<file path="config.mk">
export PLATFORM = sky130hd
export DESIGN_NAME = boxu_exec
export DESIGN_NICKNAME = d
export VERILOG_FILES = /design/src/boxu_decode.v /design/src/boxu_exec.v
export VERILOG_INCLUDE_DIRS = /design/src
export SDC_FILE = /design/constraint.sdc
export NUM_CORES = 1
export LEC_CHECK = 0
export ABC_AREA = 1
export BUFFER_PORTS_ARGS = -buffer_cell sky130_fd_sc_hd__clkbuf_2
export CORE_ASPECT_RATIO = 1.4
export CORE_MARGIN = 2
export CORE_UTILIZATION = 55
export CTS_CLUSTER_SIZE = 20
export DETAILED_ROUTE_END_ITERATION = 8
export GPL_TIMING_DRIVEN = 1
export HOLD_SLACK_MARGIN = 0.05
export PLACE_DENSITY = 0.8
export SYNTH_ARGS = -nofsm -noshare
export SYNTH_HDL_FRONTEND = slang
export SYNTH_SLANG_ARGS = --single-unit
</file>
<file path="constraint.sdc">
create_clock -name clk_sys -period 3 [get_ports clk_sys]
set_input_delay 0.3 -clock clk_sys [delete_from_list [all_inputs] [get_ports clk_sys]]
set_output_delay 0.3 -clock clk_sys [all_outputs]
set_load 0.02 [all_outputs]
</file>
<file path="src/boxu_defines.vh">
`ifndef BOXU_DEFINES_VH
`define BOXU_DEFINES_VH

// instruction word layout
`define BOXU_IW_W          14
`define BOXU_CLASS_HI      13
`define BOXU_CLASS_LO      12
`define BOXU_CLASS_BITOP   2'h1
`define BOXU_OP_HI         11
`define BOXU_OP_LO         10
`define BOXU_OP_CLR        2'h0
`define BOXU_OP_SET        2'h1
`define BOXU_OP_TSC        2'h2
`define BOXU_BIT_HI        9
`define BOXU_BIT_LO        7
`define BOXU_ADDR_HI       6
`define BOXU_ADDR_LO       0
`define BOXU_ADDR_W        7
`define BOXU_BIT_W         3
`define BOXU_DATA_W        8

// phase sequencer: four phases per instruction cycle
`define BOXU_PH_Q1         2'h0
`define BOXU_PH_Q2         2'h1
`define BOXU_PH_Q3         2'h2
`define BOXU_PH_Q4         2'h3

// reset values
`define BOXU_RST_IR        14'h0000
`define BOXU_RST_ADDR      7'h00
`define BOXU_RST_DATA      8'h00

`endif

</file>
<file path="src/boxu_decode.v">
`timescale 1ns/1ps
`include "boxu_defines.vh"

module boxu_decode (
    input  wire [13:0] instr,
    output wire        is_bitop,
    output wire [1:0]  op,
    output wire [2:0]  bit_pos,
    output wire [6:0]  file_addr
);
    assign is_bitop  = (instr[`BOXU_CLASS_HI:`BOXU_CLASS_LO] == `BOXU_CLASS_BITOP)
                       && (instr[`BOXU_OP_HI:`BOXU_OP_LO] != 2'h3);
    assign op        = instr[`BOXU_OP_HI:`BOXU_OP_LO];
    assign bit_pos   = instr[`BOXU_BIT_HI:`BOXU_BIT_LO];
    assign file_addr = instr[`BOXU_ADDR_HI:`BOXU_ADDR_LO];
endmodule // boxu_decode

</file>
<file path="src/boxu_exec.v">
`timescale 1ns/1ps
`include "boxu_defines.vh"

// Functional notes
// - clear_file_bit writes 0 to the chosen bit of the file register, keeps the rest, no flags.
// - set_file_bit writes 1 to the chosen bit of the file register, keeps the rest, no flags.
// - operands are a 7-bit file address 0..127 and a 3-bit bit position 0..7.
// - test_bit_skip_when_clear runs the next word if the bit is 1, else flushes it to a NOP.
module boxu_exec (
    input  wire        clk_sys,
    input  wire        arst_n,
    input  wire [13:0] instr,
    input  wire        instr_valid,
    output wire [6:0]  rd_addr,
    output wire        rd_en,
    input  wire [7:0]  rd_data,
    output wire [6:0]  wr_addr,
    output wire [7:0]  wr_data,
    output wire        wr_en,
    output wire        status_wr_en,
    output wire        skip_next,
    output wire        nop_cycle,
    output wire [1:0]  phase,
    output wire        cycle_end,
    output wire        busy
);
    reg         rst_s1_r;
    reg         rst_s2_r;
    wire        rst_n;
    reg  [1:0]  phase_r;
    reg  [1:0]  phase_nxt;
    reg  [13:0] ir_r;
    reg  [13:0] ir_nxt;
    reg         ir_ok_r;
    reg         ir_ok_nxt;
    reg         flush_r;
    reg         flush_nxt;
    reg  [7:0]  opnd_r;
    reg  [7:0]  opnd_nxt;
    reg  [6:0]  rd_addr_r;
    reg  [6:0]  rd_addr_nxt;
    reg         rd_en_r;
    reg         rd_en_nxt;
    reg  [6:0]  wr_addr_r;
    reg  [6:0]  wr_addr_nxt;
    reg  [7:0]  wr_data_r;
    reg  [7:0]  wr_data_nxt;
    reg         wr_en_r;
    reg         wr_en_nxt;
    reg         skip_next_r;
    reg         skip_next_nxt;
    reg         nop_cycle_r;
    reg         nop_cycle_nxt;
    reg         cycle_end_r;
    reg         cycle_end_nxt;
    reg         busy_r;
    reg         busy_nxt;
    wire        is_bitop;
    wire [1:0]  op;
    wire [2:0]  bit_pos;
    wire [6:0]  file_addr;
    wire        bit_zero;

    // bit mask helper, used by both write paths
    function [7:0] bit_mask;
        input [2:0] b;
        begin
            bit_mask = 8'h01 << b;
        end
    endfunction

    always @(posedge clk_sys or negedge arst_n) begin
        if (!arst_n) begin
            rst_s1_r <= 1'b0;
            rst_s2_r <= 1'b0;
        end else begin
            rst_s1_r <= 1'b1;
            rst_s2_r <= rst_s1_r;
        end
    end
    assign rst_n = rst_s2_r;

    boxu_decode u_dec (
        .instr     (ir_r),
        .is_bitop  (is_bitop),
        .op        (op),
        .bit_pos   (bit_pos),
        .file_addr (file_addr)
    );

    // bit ops never touch status flags
    assign status_wr_en = 1'h0;
    assign phase        = phase_r;
    assign rd_addr      = rd_addr_r;
    assign rd_en        = rd_en_r;
    assign wr_addr      = wr_addr_r;
    assign wr_data      = wr_data_r;
    assign wr_en        = wr_en_r;
    assign skip_next    = skip_next_r;
    assign nop_cycle    = nop_cycle_r;
    assign cycle_end    = cycle_end_r;
    assign busy         = busy_r;

    // only the tested bit decides the skip, the other seven are ignored
    assign bit_zero = ((opnd_r & bit_mask(bit_pos)) == 8'h00);

    // one bit forced to a level, the other seven passed through
    function [7:0] bit_put;
        input [7:0] val;
        input [2:0] b;
        input       lvl;
        begin
            if (lvl) begin
                bit_put = val | bit_mask(b);
            end else begin
                bit_put = val & ~bit_mask(b);
            end
        end
    endfunction

    // next state: one instruction cycle is four phases, Q1..Q4
    always @* begin
        phase_nxt     = phase_r + 2'h1;
        ir_nxt        = ir_r;
        ir_ok_nxt     = ir_ok_r;
        flush_nxt     = flush_r;
        opnd_nxt      = opnd_r;
        rd_addr_nxt   = rd_addr_r;
        rd_en_nxt     = 1'h0;
        wr_addr_nxt   = wr_addr_r;
        wr_data_nxt   = wr_data_r;
        wr_en_nxt     = 1'h0;
        skip_next_nxt = 1'h0;
        nop_cycle_nxt = nop_cycle_r;
        cycle_end_nxt = 1'h0;
        busy_nxt      = busy_r;
        case (phase_r)
            `BOXU_PH_Q1: begin
                // latch decode; a flushed slot becomes a NOP cycle
                ir_nxt        = instr;
                ir_ok_nxt     = instr_valid && !flush_r;
                nop_cycle_nxt = flush_r;
                flush_nxt     = 1'h0;
                busy_nxt      = instr_valid || flush_r;
            end
            `BOXU_PH_Q2: begin
                if (ir_ok_r && is_bitop) begin
                    rd_addr_nxt = file_addr;
                    rd_en_nxt   = 1'h1;
                end
            end
            `BOXU_PH_Q3: begin
                // file data is only promised while rd_en stands
                opnd_nxt = rd_data;
            end
            `BOXU_PH_Q4: begin
                cycle_end_nxt = 1'h1;
                busy_nxt      = 1'h0;
                // write lands on the next Q1 edge, ahead of the next word's Q3 read
                if (ir_ok_r && is_bitop) begin
                    case (op)
                        `BOXU_OP_CLR: begin
                            wr_addr_nxt = file_addr;
                            wr_data_nxt = bit_put(opnd_r, bit_pos, 1'h0);
                            wr_en_nxt   = 1'h1;
                        end
                        `BOXU_OP_SET: begin
                            wr_addr_nxt = file_addr;
                            wr_data_nxt = bit_put(opnd_r, bit_pos, 1'h1);
                            wr_en_nxt   = 1'h1;
                        end
                        `BOXU_OP_TSC: begin
                            // zero bit: kill the following fetched word
                            if (bit_zero) begin
                                flush_nxt     = 1'h1;
                                skip_next_nxt = 1'h1;
                            end
                        end
                        default: begin
                            wr_en_nxt = 1'h0;
                        end
                    endcase
                end
            end
            default: begin
                phase_nxt = `BOXU_PH_Q1;
            end
        endcase
    end

    // registers only; all decisions are in the next-state block
    always @(posedge clk_sys or negedge rst_n) begin
        if (!rst_n) begin
            phase_r     <= `BOXU_PH_Q1;
            ir_r        <= `BOXU_RST_IR;
            ir_ok_r     <= 1'h0;
            flush_r     <= 1'h0;
            opnd_r      <= `BOXU_RST_DATA;
            rd_addr_r   <= `BOXU_RST_ADDR;
            rd_en_r     <= 1'h0;
            wr_addr_r   <= `BOXU_RST_ADDR;
            wr_data_r   <= `BOXU_RST_DATA;
            wr_en_r     <= 1'h0;
            skip_next_r <= 1'h0;
            nop_cycle_r <= 1'h0;
            cycle_end_r <= 1'h0;
            busy_r      <= 1'h0;
        end else begin
            phase_r     <= phase_nxt;
            ir_r        <= ir_nxt;
            ir_ok_r     <= ir_ok_nxt;
            flush_r     <= flush_nxt;
            opnd_r      <= opnd_nxt;
            rd_addr_r   <= rd_addr_nxt;
            rd_en_r     <= rd_en_nxt;
            wr_addr_r   <= wr_addr_nxt;
            wr_data_r   <= wr_data_nxt;
            wr_en_r     <= wr_en_nxt;
            skip_next_r <= skip_next_nxt;
            nop_cycle_r <= nop_cycle_nxt;
            cycle_end_r <= cycle_end_nxt;
            busy_r      <= busy_nxt;
        end
    end
endmodule // boxu_exec

</file>
==> results of run 1 <==
==> power groups by stage <==
stage	combinational, mW	sequential, mW	clock, mW
global placement	0.210	0.888	0
global route	0.241	0.886	0.548
detailed placement	0.215	0.891	0
finish	0.216	0.874	0.508
floorplan	0.0800	0.938	0
CTS	0.218	0.876	0.520
==> routing by layer <==
metal / vias up / GRT usage / wire length [um]
met1: 871 / 0.2510 / 1924
met5: - / 0 / 0
met2: 52 / 0.3359 / 2199
met3: 5 / 0.04829 / 202
li1: 929 / - / -
met4: 0 / 0.07333 / 69
==> registers in the layout (all words and copies together), names as in the netlist, 2 cells and up <==
| signal | flops |
|---|---|
| ir_r | 14 |
| opnd_r | 8 |
| wr_data | 8 |
| rd_addr | 7 |
| wr_addr | 7 |
| phase | 2 |
==> through the flow <==
step / instances / util / cell area, um^2 / hold WS [ns] / setup WS [ns]
after CTS: 358 / 0.6643 / 2793 / 0.1831 / 1.129
after global routing: 358 / 0.6643 / 2793 / 0.1873 / 0.9158
after global placement: 349 / 0.6330 / 2661 / 0.08553 / 1.244
after detailed placement: 349 / 0.6330 / 2661 / 0.08789 / 1.163
final: 358 / 0.6643 / 2793 / 0.1879 / 1.144
after floorplan: 262 / - / 2410 / 0.004409 / 1.326
==> area by class of cell <==
class | instances | area share
Sequential cell | 56 | 0.5022
Multi-Input combinational cell | 152 | 0.2760
Timing Repair Buffer | 56 | 0.1030
Inverter | 41 | 0.05511
Clock buffer | 6 | 0.02957
Tap cell | 45 | 0.02016
Clock inverter | 2 | 0.01389
==> timing repair <==
item / 4_1_cts / 5_1_grt
endpoints found under the hold margin: 2 / 0
endpoints found under the setup margin: 0 / 0
hold buffers: 1 / 0
==> worst min-delay path, cell delays in order <==
cell	delay (ns)
sky130_fd_sc_hd__clkbuf_2	0.08
sky130_fd_sc_hd__nand2_1	0.04
sky130_fd_sc_hd__nand2_1	0.05
==> worst paths after layout <==
check                      cells after the start       from         end  slack (ns)
hold / removal                                 3  instr[12]    ir_r[12]        0.19
hold reg to reg                                0   rst_s1_r       rst_n        0.36
max in group asynchronous                      0      rst_n  wr_data[5]        1.82
setup reg to reg                               5   phase[0]     ir_ok_r        1.14
setup / recovery                               5   phase[0]     ir_ok_r        1.14
min in group asynchronous                      2     arst_n       rst_n        0.31
==> placed cells by master, fill, tap and decap left out <==
| master | n |
|---|---|
| sky130_fd_sc_hd__nand2_1 | 58 |
| sky130_fd_sc_hd__dfrtp_1 | 55 |
| sky130_fd_sc_hd__clkbuf_2 | 54 |
| sky130_fd_sc_hd__o21ai_0 | 44 |
| sky130_fd_sc_hd__inv_1 | 40 |
| sky130_fd_sc_hd__nand4_1 | 10 |
| sky130_fd_sc_hd__nor2_1 | 8 |
| sky130_fd_sc_hd__o21ai_2 | 7 |
| sky130_fd_sc_hd__nor3_1 | 7 |
| sky130_fd_sc_hd__clkbuf_8 | 6 |
| sky130_fd_sc_hd__nand3_1 | 5 |
| sky130_fd_sc_hd__ha_1 | 4 |
| sky130_fd_sc_hd__nand2_2 | 2 |
| sky130_fd_sc_hd__conb_1 | 2 |
| sky130_fd_sc_hd__nand4_2 | 1 |
| sky130_fd_sc_hd__or2_1 | 1 |
| sky130_fd_sc_hd__clkinv_1 | 1 |
| sky130_fd_sc_hd__nor3_2 | 1 |
| sky130_fd_sc_hd__a22o_1 | 1 |
| sky130_fd_sc_hd__mux2_2 | 1 |
| sky130_fd_sc_hd__clkinv_4 | 1 |
| sky130_fd_sc_hd__bufinv_16 | 1 |
| sky130_fd_sc_hd__dlygate4sd3_1 | 1 |
| sky130_fd_sc_hd__buf_4 | 1 |
| sky130_fd_sc_hd__dfrtp_2 | 1 |
==> kinds of logic after synthesis <==
kind of cell | count (synthesis)
buffers and inverters | 54
flip-flops | 56
adder cells (fa/ha/maj) | 4
AO/OA/AOI/OAI | 52
AND/OR/NAND/NOR | 93
other | 2
multiplexers | 1
==> results.md, run 1 <==
- The residual antenna-violating net count after detailed routing is 0.
- Walking the worst path, the cells encountered are inv_1, ha_1, inv_1, nor2_1, a22o_1.
- The final setup skew is between 0.008 and 0.009 ns.
- The count of fill cells added during filler insertion is between 300 and 400.
- The layout overhead on the synthesized area is 15.89%.
- Routability-driven placement finished with a final weighted congestion of slightly below 0.8.
- The portion of the post-synthesis area used by sequential elements is 0.5815.
- STA classifies the critical path startpoint as a flip-flop.
- Counting instances in the post-synthesis netlist gives the leading cell types as 58 x sky130_fd_sc_hd__nand2_1, 56 x sky130_fd_sc_hd__dfrtp_1, 44 x sky130_fd_sc_hd__o21ai_0, 40 x sky130_fd_sc_hd__inv_1, 10 x sky130_fd_sc_hd__nand4_1.
- The routed wire length is approximately 4.4 mm.
- Summing all flip-flop and latch instances after layout gives 0.001403 mm^2.
- The final-report hold violation count was 0.
- The average wire per cell in the routed design is about 12 um.
- The primary flip-flop cell chosen by synthesis mapping is sky130_fd_sc_hd__dfrtp_1.
- The total of endpoints with negative setup slack in the final report is 0.
- The count of maximum capacitance violations is 0.
- After clock tree synthesis, the clock-pin slew on the worst setup and hold paths is about 0.10 ns.
- The switching share of power is 0.2662.
- The number of global-route vias before repair came to 1,740.
- The final layout net count is 341.
- The number of buffers added for setup after CTS is 0.
- The count of flip-flops with a built-in enable after synthesis is 0.
- Counting every net in the synthesized netlist gives 291.
- The total number of vias is between 1,500 and 2,000.
- The antenna cell count is 0.
- The post-synthesis cell type with the largest combined area is sky130_fd_sc_hd__dfrtp_1.
- The tree is rooted in a sky130_fd_sc_hd__clkbuf_8.
- The number of gates resized after CTS was 0.
- In this run the static leakage power is roughly 1.5 nW.
- The synthesized-area fraction occupied by xor and xnor cells is 0.
- The synthesized flop and latch total is between 50 and 60.
- In the final layout, the share of cells above drive strength 1 is 0.2428.
- The synthesized area per cell is 9.198 um^2.
- Subtracting the final worst setup slack from the clock period gives about 1.9 ns.
- The worst endpoint required time is about 3.3 ns.
- Using the TritonRoute via totals, the vias-per-cell ratio works out to 5.187.
- 56 I/O pins were placed.
- The total track usage is 0.2010.
- The post-detailed-placement half-perimeter wirelength is 3.158 mm.
- The netlist area before placement is 0.002410 mm^2.
- After synthesis, the share of flip-flops with an asynchronous set or reset is 1.000.
- Clock latency on the worst-skew pair, taken at its later pin, is slightly above 0.3 ns.
- The flow ran to the end, and the final reports show no timing, DRC or antenna violations.
- The first-pass GRT wire length is 7.445 mm.
- The analysis attributes to net switching a power of 0.4253 mW.
- Buffers inserted during clock tree synthesis total 5.
- The global route total overflow is 0.
- The critical path's slowest cell is sky130_fd_sc_hd__ha_1.
- The cell repeated most along the worst path is sky130_fd_sc_hd__inv_1.
- The yosys synthesis warning count is 0.
- By area, the combinational part of the netlist is dominated by simple AND/OR/NAND/NOR gates.
- The transition at the pin with the smallest max-transition slack is 1.112 ns.
- The most frequent cell after synthesis is sky130_fd_sc_hd__nand2_1.
- Of the total synthesized cell area, the portion taken by AND, OR, NAND and NOR gates is 0.1708.
- CTS built an H-tree with a depth of 2.
- The overall power of the completed layout is 1.598 mW.
- The count of buffers added on input and output ports is 54.
- The floorplan step set the die height to slightly above 80 um.
- After synthesis, the share of cell area in mux cells is 0.004673.
- The number of design rule violations left after detail routing is 0.
- The max-slew violation count came to 0.
- Of the total synthesized cell area, the portion taken by full adders, half adders and majority gates is 0.02077.
- The cell family contributing the most delay on the critical path is adder cells.
- Summing all multi-input logic gate instances after layout gives 770.7 um^2.
- The initialized floorplan defines 28 standard-cell rows.
- The clock tree buffer depth is 2.
- In this design, the stage delay of the slowest critical-path cell is 0.68 ns.
- The first-pass iteration count of the detailed router is 4.
- Internal power comes to ~1.2 mW.
- TritonCTS built the clock tree.
- The number of antenna violations at the first check in global routing came to 0.
- Based on the critical path, the design can be clocked at up to ~540 MHz.
- The setup path with the least slack is of type reg -> reg.
- The part of the power in the clock network is 0.318.
- The maximum fanout encountered on the critical timing path is 28.
- The die area is about 0.0049 mm^2.
- The total buffers and inverters traversed by the critical path is 2.
- For this block, the initial DRC count from the detailed router was 104.
- The synthesized instance count is between 200 and 300.
- The effective utilization at floorplan is 0.5732.
- STA classifies the critical path endpoint as a flip-flop.
- Clock tree synthesis found a total of 56 sinks.
- In the finished design, the share of the clock period the worst path needs comes to 0.6188.
- Measured against its own limit, the worst slew margin works out to 0.2587.
- The compound-cell area share of the yosys netlist came to 0.1205.
- By area the synthesized netlist is led by sky130_fd_sc_hd__dfrtp_1 58%, sky130_fd_sc_hd__o21ai_0 9.1%, sky130_fd_sc_hd__nand2_1 9.0%.
- The die is 59.95 um wide.
- The count of cell types in the netlist is 23.
- Setup repair after global routing left no endpoint under its margin.
- In this run the power density over the cells is 572.1 mW/mm^2.
- The worst IR drop on VDD is approximately 0.38 mV.
- The core box area is 0.004204 mm^2.
- The share of synthesized area in the top cell type comes to 0.5815.
- Entering global routing, the biggest net connects 55 pins.
- Of the total power, combinational logic draws 0.135.
- Of the total power, registers draw 0.547.
- The tightest min-delay check is of the in -> reg type.
- For the final routed database, the setup TNS stands at 0 ns.
- The data arrival time of the critical path is about 2.1 ns.
(Power assumes the default switching activity.)
==> run 2, diff against run 1 <==
--- a/config.mk
+++ b/config.mk
@@ -6,16 +6,16 @@
 export SDC_FILE = /design/constraint.sdc
 export NUM_CORES = 1
 export LEC_CHECK = 0
-export ABC_AREA = 1
+export ABC_AREA = 0
 export BUFFER_PORTS_ARGS = -buffer_cell sky130_fd_sc_hd__clkbuf_2
 export CORE_ASPECT_RATIO = 1.4
 export CORE_MARGIN = 2
-export CORE_UTILIZATION = 55
+export CORE_UTILIZATION = 52
 export CTS_CLUSTER_SIZE = 20
 export DETAILED_ROUTE_END_ITERATION = 8
 export GPL_TIMING_DRIVEN = 1
 export HOLD_SLACK_MARGIN = 0.05
-export PLACE_DENSITY = 0.8
+export PLACE_DENSITY = 0.77
 export SYNTH_ARGS = -nofsm -noshare
 export SYNTH_HDL_FRONTEND = slang
 export SYNTH_SLANG_ARGS = --single-unit
==> constraint.sdc (replaced) <==
create_clock -name clk_sys -period 1.8 [get_ports clk_sys]
set_input_delay 0.18 -clock clk_sys [delete_from_list [all_inputs] [get_ports clk_sys]]
set_output_delay 0.18 -clock clk_sys [all_outputs]
set_load 0.02 [all_outputs]
==> results.md, run 2 <==
- The run finished with clean final reports.
- Setup repair after global routing left no endpoint under its margin.
- The clock latency on the worst-skew pair is 0.30 ns (about the same).
- The number of buffers added for setup after CTS was 0 (unchanged).
- The synthesized-area fraction occupied by and/or/nand/nor cells is 0.06263 (-0.1082).
- The first-pass iteration count of the detailed router is 4 (unchanged).
- The primary flip-flop cell chosen by synthesis mapping is sky130_fd_sc_hd__dfrtp_1.
- Relative to the synthesized area, the layout overhead comes to 18.68%.
- The effective utilization at floorplan is 0.5422 (-0.03106).
- The total track usage came to 0.1858 (-0.01518).
- The horizontal die dimension is 60.42 um (+0.79%).
- The top-area cell type share of the netlist area is 0.6048 (+0.02324).
- The global route total overflow is 0 (unchanged).
- The data arrival time of the critical path was 1.82 ns (-0.29 ns).
- The floorplan die height is 82.99 um (+0.81%).
- The adder-cell share of the synthesized area was 0.02160 (+0.0008298).
- The fraction of layout instances using a drive strength above 1 is 0.4386 (+0.1958).
- The switching share of power was 0.2648 (-0.001435).
- The post-synthesis cell type with the largest combined area is sky130_fd_sc_hd__dfrtp_1.
- The number of design rule violations left after detail routing is 0 (unchanged).
- The pre-CTS setup slack is 0.1364 ns (-1.027 ns).
- The portion of the post-synthesis area used by sequential elements is 0.6048 (+0.02324).
- The compound-cell area share of the yosys netlist is 0.04914 (-0.07132).
- The final layout net count was 256 (-25%).
- The final worst slack is 0.1607 ns (-0.9830 ns).
- The hold-critical path depth is 3 (unchanged).
- The part of the power in the clock network came to 0.273 (-0.045).
- The number of placed I/O pins is 56 (unchanged).
- The most frequent cell after synthesis is sky130_fd_sc_hd__dfrtp_1.
- The worst slew margin relative to its limit is 0.6019 (+0.3432).
- The synthesized flop and latch total is 56 (unchanged).
- The clock period minus worst slack is 1.639 ns (-0.2170 ns).
- The reg-to-reg startpoint is phase[0].
- The share of synthesized area spent on multiplexers is 0.2225 (+0.2178).
- The flip-flop count of the largest register, all copies and words added is 14 (unchanged).
- By area, the combinational part of the netlist is dominated by multiplexers.
- The maximum operating frequency was 610.0 MHz (+13%).
- The fraction of registers with async set or reset after synthesis is 1.000 (unchanged).
- The final weighted congestion of routability-driven global placement is 0.8100 (+4.8%).
- The total of endpoints with negative setup slack in the final report was 0 (unchanged).
- The switching power is 0.6661 mW (+57%).
- The average wire per cell in the routed design is 14.56 um (+19%).
- The areal power density over the cells is 914.8 mW/mm^2 (+60%).
- The post-detailed-placement half-perimeter wirelength is 3.019 mm (-4.4%).
- The kind of start point of the critical path is a flip-flop.
- The netlist area before placement came to 0.002317 mm^2 (-3.8%).
- The area used by sequential logic in the layout is 0.001403 mm^2 (unchanged).
- The number of antenna violations at the first check in global routing is 0 (unchanged).
- The number of global-route vias before repair was 1,452 (-17%).
- The category of the most critical setup path is reg -> reg.
- The maximum fanout encountered on the critical timing path came to 8 (-71%).
- The clock transition at the registers of the reported paths came to 0.09 ns (about the same).
- The number of H-tree levels was 2 (unchanged).
- The transition at the pin with the smallest max-transition slack was 0.5959 ns (-0.5160 ns).
- The count of fill cells added during filler insertion is 365 (-0.54%).
- The net count after synthesis came to 201 (-31%).
- The fraction of the cycle the final worst path needs came to 0.9107 (+0.2920).
- The yosys synthesis warning count is 0 (unchanged).
- The number of buffers inserted by port buffering came to 54 (unchanged).
- The number of buffers inserted during clock tree synthesis is 5 (unchanged).
- The count of flip-flops with a built-in enable after synthesis is 0 (unchanged).
- The register share of total power is 0.573 (+0.026).
- The path depth of the worst reg2reg path is 3 (-2).
- The count of maximum capacitance violations is 0 (unchanged).
- The clock tree buffer depth is 2 (unchanged).
- TritonCTS built the clock tree.
- The die area is 0.005014 mm^2 (+1.6%).
- The worst register-to-register path ends at wr_addr[3].
- The worst endpoint required time was 1.98 ns (-1.27 ns).
- In the layout the commonest cells are 55 x sky130_fd_sc_hd__dfrtp_1, 54 x sky130_fd_sc_hd__clkbuf_2, 32 x sky130_fd_sc_hd__mux2_2.
- Ranked by instance count, the synthesized netlist is headed by 56 x sky130_fd_sc_hd__dfrtp_1, 32 x sky130_fd_sc_hd__mux2_2, 11 x sky130_fd_sc_hd__mux2i_1, 10 x sky130_fd_sc_hd__nor2_1, 9 x sky130_fd_sc_hd__a21oi_1.
- The min-delay analysis places its worst path in the category in -> reg.
- In the post-synthesis netlist, the biggest area contributors are sky130_fd_sc_hd__dfrtp_1 60%, sky130_fd_sc_hd__mux2_2 16%, sky130_fd_sc_hd__mux2i_1 4.8%.
- The most flop-heavy register is ir_r.
- The max-slew violation count is 0 (unchanged).
- The end point of the critical path is wr_addr[3].
- The total number of vias is 1,479 (-20%).
- The most common cell after layout, fill and taps aside is sky130_fd_sc_hd__dfrtp_1.
- The relative contribution of combinational cells to total power is 0.155 (+0.020).
- The final setup skew came to 0.006806 ns (-0.001526 ns).
- The standard-cell row count is 28 (unchanged).
- The residual antenna-violating net count after detailed routing is 0 (unchanged).
- The worst IR drop on VDD is 0.6271 mV (+64%).
- The DRC violation total after the first TritonRoute iteration is 70 (-33%).
- The most critical setup path has its startpoint at phase[0].
- The footprint of the multi-input gates is 832.0 um^2 (+8.0%).
- The final-report hold violation count came to 0 (unchanged).
- The reg2reg setup slack is 0.16 ns (-0.98 ns).
- The core box area is 0.004274 mm^2 (+1.7%).
- The sum of negative setup slack is 0 ns (unchanged).
- The first-pass GRT wire length is 7.086 mm (-4.8%).
- The internal power of the cells is 1.850 mW (+58%).
- The average vias per placed instance was 5.135 (-1.0%).
- The cell sitting at the root of the clock tree is a sky130_fd_sc_hd__clkbuf_8.
- The count of clock tree sinks was 56 (unchanged).
- The synthesized-area fraction occupied by xor and xnor cells is 0 (unchanged).
- The synthesized instance count is 172 (-34%).
- The leakage dissipation was 1.382 nW (-7.2%).
- The largest net degree at the start of global routing is 55 (unchanged).
- The synthesized area per cell came to 13.47 um^2 (+46%).
- The antenna cell count is 0 (unchanged).
- The count of cell types in the netlist is 29 (+26%).
- The routed wire length is 4.194 mm (-4.6%).
- The worst setup path is captured at a flip-flop.
run 2: cell types whose count changed after synthesis, sizes merged, moves of 2 or more:
cell,delta
a21oi,+9
o21ai,-49
buf,-3
nor3,-6
a211oi,+2
nand2,-54
nand4,-11
nand2b,+2
and3b,+2
nor2b,+3
mux2i,+11
inv,-34
mux2,+34
nor2,+2
run 2: worst min path at each step:
stage	startpoint	endpoint
after global routing	instr[12]	ir_r[12]
after global placement	arst_n	rst_s1_r
after CTS	instr[7]	ir_r[7]
after detailed placement	arst_n	rst_s1_r
after floorplan	arst_n	rst_n
final	instr[7]	ir_r[7]
run 2: layer usage:
metal,vias up,track usage,share of wire
met5,-,0,0
met1,724,0.2508,0.44
met2,47,0.2905,0.49
met3,10,0.04206,0.046
met4,0,0.06719,0.023
li1,698,-,-
run 2: logic make-up after synthesis:
kind of cell / count (synthesis)
other cells: 2
compound gates: 18
mux: 46
simple gates: 30
buf+inv: 16
fa+ha+maj: 4
flops: 56
run 2: stage by stage:
| step | total power [mW] | area (um^2) | hold slack, ns | instances | util |
|---|---|---|---|---|---|
| 2_1_floorplan | 1.703 | 2317 | -0.1156 | 172 | - |
| 3_3_place_gp | 1.848 | 2650 | -0.03450 | 279 | 0.6200 |
| 3_5_place_dp | 1.858 | 2650 | -0.03118 | 279 | 0.6200 |
| 4_1_cts | 2.539 | 2750 | 0.08696 | 288 | 0.6434 |
| 5_1_grt | 2.647 | 2750 | 0.09010 | 288 | 0.6434 |
| 6_report | 2.516 | 2750 | 0.09881 | 288 | 0.6434 |
run 2: area by class of cell:
cell class / instances / area share
flip-flops and latches: 56 / 0.5100
inverters: 6 / 0.008189
clock buffers: 8 / 0.03276
multi-input cells: 100 / 0.3025
repair buffers: 58 / 0.1192
well taps: 60 / 0.02730
run 2: repair_timing:
item,in CTS,in global routing
gates resized for setup,0,0
hold endpoints to repair,2,0
hold buffers,1,0
run 2: critical path: stages, from the launching register on:
cell                      delay (ns)
sky130_fd_sc_hd__dfrtp_1        0.40
sky130_fd_sc_hd__ha_1           0.23
sky130_fd_sc_hd__and3b_1        0.49
sky130_fd_sc_hd__mux2_2         0.40
run 2: power groups by stage:
| stage | clock network (mW) | logic [mW] | registers (mW) |
|---|---|---|---|
| global route | 0.765 | 0.424 | 1.46 |
| detailed placement | 0 | 0.392 | 1.47 |
| global placement | 0 | 0.384 | 1.46 |
| floorplan | 0 | 0.138 | 1.57 |
| finish | 0.686 | 0.389 | 1.44 |
| CTS | 0.702 | 0.395 | 1.44 |
==> run 3, diff against run 2 <==
--- a/config.mk
+++ b/config.mk
@@ -7,15 +7,15 @@
 export NUM_CORES = 1
 export LEC_CHECK = 0
 export ABC_AREA = 0
-export BUFFER_PORTS_ARGS = -buffer_cell sky130_fd_sc_hd__clkbuf_2
 export CORE_ASPECT_RATIO = 1.4
 export CORE_MARGIN = 2
-export CORE_UTILIZATION = 52
+export CORE_UTILIZATION = 55
 export CTS_CLUSTER_SIZE = 20
 export DETAILED_ROUTE_END_ITERATION = 8
+export DONT_BUFFER_PORTS = 1
 export GPL_TIMING_DRIVEN = 1
 export HOLD_SLACK_MARGIN = 0.05
-export PLACE_DENSITY = 0.77
+export PLACE_DENSITY = 0.69
 export SYNTH_ARGS = -nofsm -noshare
 export SYNTH_HDL_FRONTEND = slang
 export SYNTH_SLANG_ARGS = --single-unit
==> results.md, run 3 (synthesis results as in run 2) <==
- The first-pass GRT wire length is 6.920 mm (-2.3%).
- The largest net degree at the start of global routing is 33 (-40%).
- Setup repair after global routing left no endpoint under its margin.
- The worst endpoint required time is 1.99 ns (about the same).
- The number of design rule violations left after detail routing is 2 (+2).
- The count of maximum capacitance violations is 0 (unchanged).
- The sum of negative setup slack came to 0 ns (unchanged).
- The library cell used most frequently in the layout, excluding fill and tap cells, is sky130_fd_sc_hd__dfrtp_1.
- The post-detailed-placement half-perimeter wirelength came to 3.073 mm (+1.8%).
- The residual antenna-violating net count after detailed routing is 0 (unchanged).
- In the layout the commonest cells are 55 x sky130_fd_sc_hd__dfrtp_1, 32 x sky130_fd_sc_hd__mux2_2, 24 x sky130_fd_sc_hd__dlygate4sd3_1.
- The effective utilization at floorplan is 0.5813 (+0.03914).
- The number of H-tree levels is 2 (unchanged).
- The max-slew violation count is 0 (unchanged).
- The largest individual stage delay along the critical path comes from the cell sky130_fd_sc_hd__dfrtp_1.
- The count of fill cells added during filler insertion came to 305 (-16%).
- The horizontal die dimension is 58.86 um (-2.6%).
- The layout overhead on the synthesized area is 17.17%.
- The maximum fanout encountered on the critical timing path came to 20 (+12).
- The global route total overflow is 0 (unchanged).
- The clock period minus worst slack is 1.566 ns (-0.07289 ns).
- The fraction of layout instances using a drive strength above 1 came to 0.2500 (-0.1886).
- The average wire per cell in the routed design is 17.37 um (+19%).
- The DRC violation total after the first TritonRoute iteration is 60 (-14%).
- The worst IR drop on VDD came to 0.6399 mV (+2.0%).
- The total non-filler cell area in the finished layout was 0.002715 mm^2 (-1.3%).
- The worst slew margin relative to its limit was 0.6096 (+0.007666).
- The first-pass iteration count of the detailed router is 8 (+4).
- The largest stage delay on the critical path was 0.40 ns (-0.09 ns).
- The path class of the tightest hold or removal check is in -> reg.
- The number of buffers inserted during clock tree synthesis is 5 (unchanged).
- The leakage dissipation is 1.267 nW (-8.3%).
- The number of global-route vias before repair is 1,415 (-2.5%).
- The fraction of the cycle the final worst path needs is 0.8702 (-0.04049).
- The count of clock tree sinks is 56 (unchanged).
- The data arrival time of the critical path is 1.76 ns (-0.06 ns).
- The floorplan die height is 80.80 um (-2.6%).
- The final setup skew came to 0.003834 ns (-0.002972 ns).
- The final-layout worst hold slack came to 0.06640 ns (-0.03241 ns).
- The clock tree buffer depth is 2 (unchanged).
- The kind of cell adding the most delay to the critical path is flip-flops.
- The number of buffers inserted by port buffering is 0 (-100%).
- The flip-flop count of the largest register, all copies and words added is 14 (unchanged).
- The path depth of the worst reg2reg path is 4 (+1).
- The worst setup path is captured at a flip-flop.
- The clock latency on the worst-skew pair is 0.30 ns (about the same).
- The worst setup path is launched from a flip-flop.
- The footprint of the multi-input gates is 832.0 um^2 (unchanged).
- The final weighted congestion of routability-driven global placement is 0.8745 (+8.0%).
- The average vias per placed instance is 5.588 (+8.8%).
- The hold-critical path depth came to 2 (-1).
- The final layout net count is 228 (-11%).
- The total track usage was 0.1995 (+0.01366).
- The standard-cell row count is 27 (-3.6%).
- The reg2reg setup slack is 0.23 ns (+0.07 ns).
- The routed wire length was 4.220 mm (+0.62%).
- The maximum operating frequency came to 638.4 MHz (+4.7%).
- The core box area is 0.003986 mm^2 (-6.7%).
- The startpoint identified for the worst register-to-register timing path is phase[0].
- The signal on the critical path passes through ha_1, and3b_1, buf_4, mux2_4.
- The total of endpoints with negative setup slack in the final report is 0 (unchanged).
- The path with the worst hold slack has its endpoint at busy.
- The transition at the pin with the smallest max-transition slack was 0.5844 ns (-0.01147 ns).
- The antenna cell count is 0 (unchanged).
- The total number of vias came to 1,358 (-8.2%).
- The post-detailed-placement cell area was 0.002381 mm^2 (-10%).
- The final reports fail on design-rule violations.
- The post-cts resize count is 0 (unchanged).
- The areal power density over the cells is 903.2 mW/mm^2 (-1.3%).
- In this run the critical register-to-register path is captured at wr_addr[6].
- The number of placed I/O pins is 56 (unchanged).
- The flow ran to the end, but the final reports show violations.
- The area used by sequential logic in the layout is 0.001403 mm^2 (unchanged).
- The number of antenna violations at the first check in global routing is 0 (unchanged).
- The cell at the root of the clock tree is sky130_fd_sc_hd__clkbuf_8.
- The clock transition at the registers of the reported paths is 0.09 ns (about the same).
- The startpoint of the worst hold path is instr_valid.
- The most flop-heavy register is ir_r.
- TritonCTS built the clock tree.
- The critical path in this run is classified as reg -> reg.
- The die area was 0.004755 mm^2 (-5.2%).
- The total buffers and inverters traversed by the critical path is 1 (+1).
- The final-report hold violation count is 0 (unchanged).
[run 3: changes by cell type in the layout (fill, tap and decap cells not counted)]
| cell | before | now |
|---|---|---|
| sky130_fd_sc_hd__clkbuf_2 | 54 | 0 |
| sky130_fd_sc_hd__dlygate4sd3_1 | 1 | 24 |
| sky130_fd_sc_hd__buf_4 | 1 | 4 |
| sky130_fd_sc_hd__clkbuf_1 | 2 | 1 |
| sky130_fd_sc_hd__clkinvlp_4 | 0 | 1 |
[run 3: stage by stage]
stage               setup slack [ns]  instances  power, mW  utilization
detailed placement            0.2498        211      1.760       0.5973
finish                        0.2336        243      2.452       0.6811
CTS                           0.2325        243      2.494       0.6811
global route                  0.1105        243      2.573       0.6811
floorplan                     0.1255        172      1.703            -
global placement              0.3138        211      1.748       0.5973
[run 3: worst max-delay path by stage]
| stage | start | endpoint | cells after the start |
|---|---|---|---|
| after floorplan | rst_n | busy | 0 |
| after global placement | ir_r[13] | wr_addr[5] | 4 |
| after detailed placement | ir_r[13] | rd_addr[5] | 3 |
| after CTS | phase[0] | wr_addr[6] | 4 |
| after global routing | phase[0] | wr_addr[6] | 4 |
| final | phase[0] | wr_addr[6] | 4 |
[run 3: timing repair]
action | in CTS | in global routing
hold buffers | 24 | 0
endpoints found under the hold margin | 25 | 0
buffers inserted | 0 | 0
endpoints found under the setup margin | 0 | 0
[run 3: cell type report]
type / count / area share
repair buffers: 30 / 0.1143
well taps: 43 / 0.01982
clock inverters: 1 / 0.002765
inverters: 6 / 0.008295
clock buffers: 7 / 0.03180
flip-flops and latches: 56 / 0.5166
multi-input cells: 100 / 0.3065
[run 3: power by group]
group / switching, mW / internal [mW] / total (mW) / leakage [nW]
registers: 0.198 / 1.37 / 1.56 / 0.684
logic: 0.0788 / 0.129 / 0.208 / 0.538
clock network: 0.366 / 0.313 / 0.679 / 0.0445
[run 3: metal layers]
layer,global-route usage,up-vias,wire length [um]
met5,0,-,0
met4,0.08636,0,112
met3,0.05096,9,237
met2,0.3367,38,2250
met1,0.2387,668,1618
li1,-,643,-
[run 3: worst register-to-register path, cell delays in order (launching register included)]
cell and delay [ns]:
sky130_fd_sc_hd__dfrtp_1 0.40, sky130_fd_sc_hd__ha_1 0.27, sky130_fd_sc_hd__and3b_1 0.23, sky130_fd_sc_hd__buf_4 0.24, sky130_fd_sc_hd__mux2_4 0.32
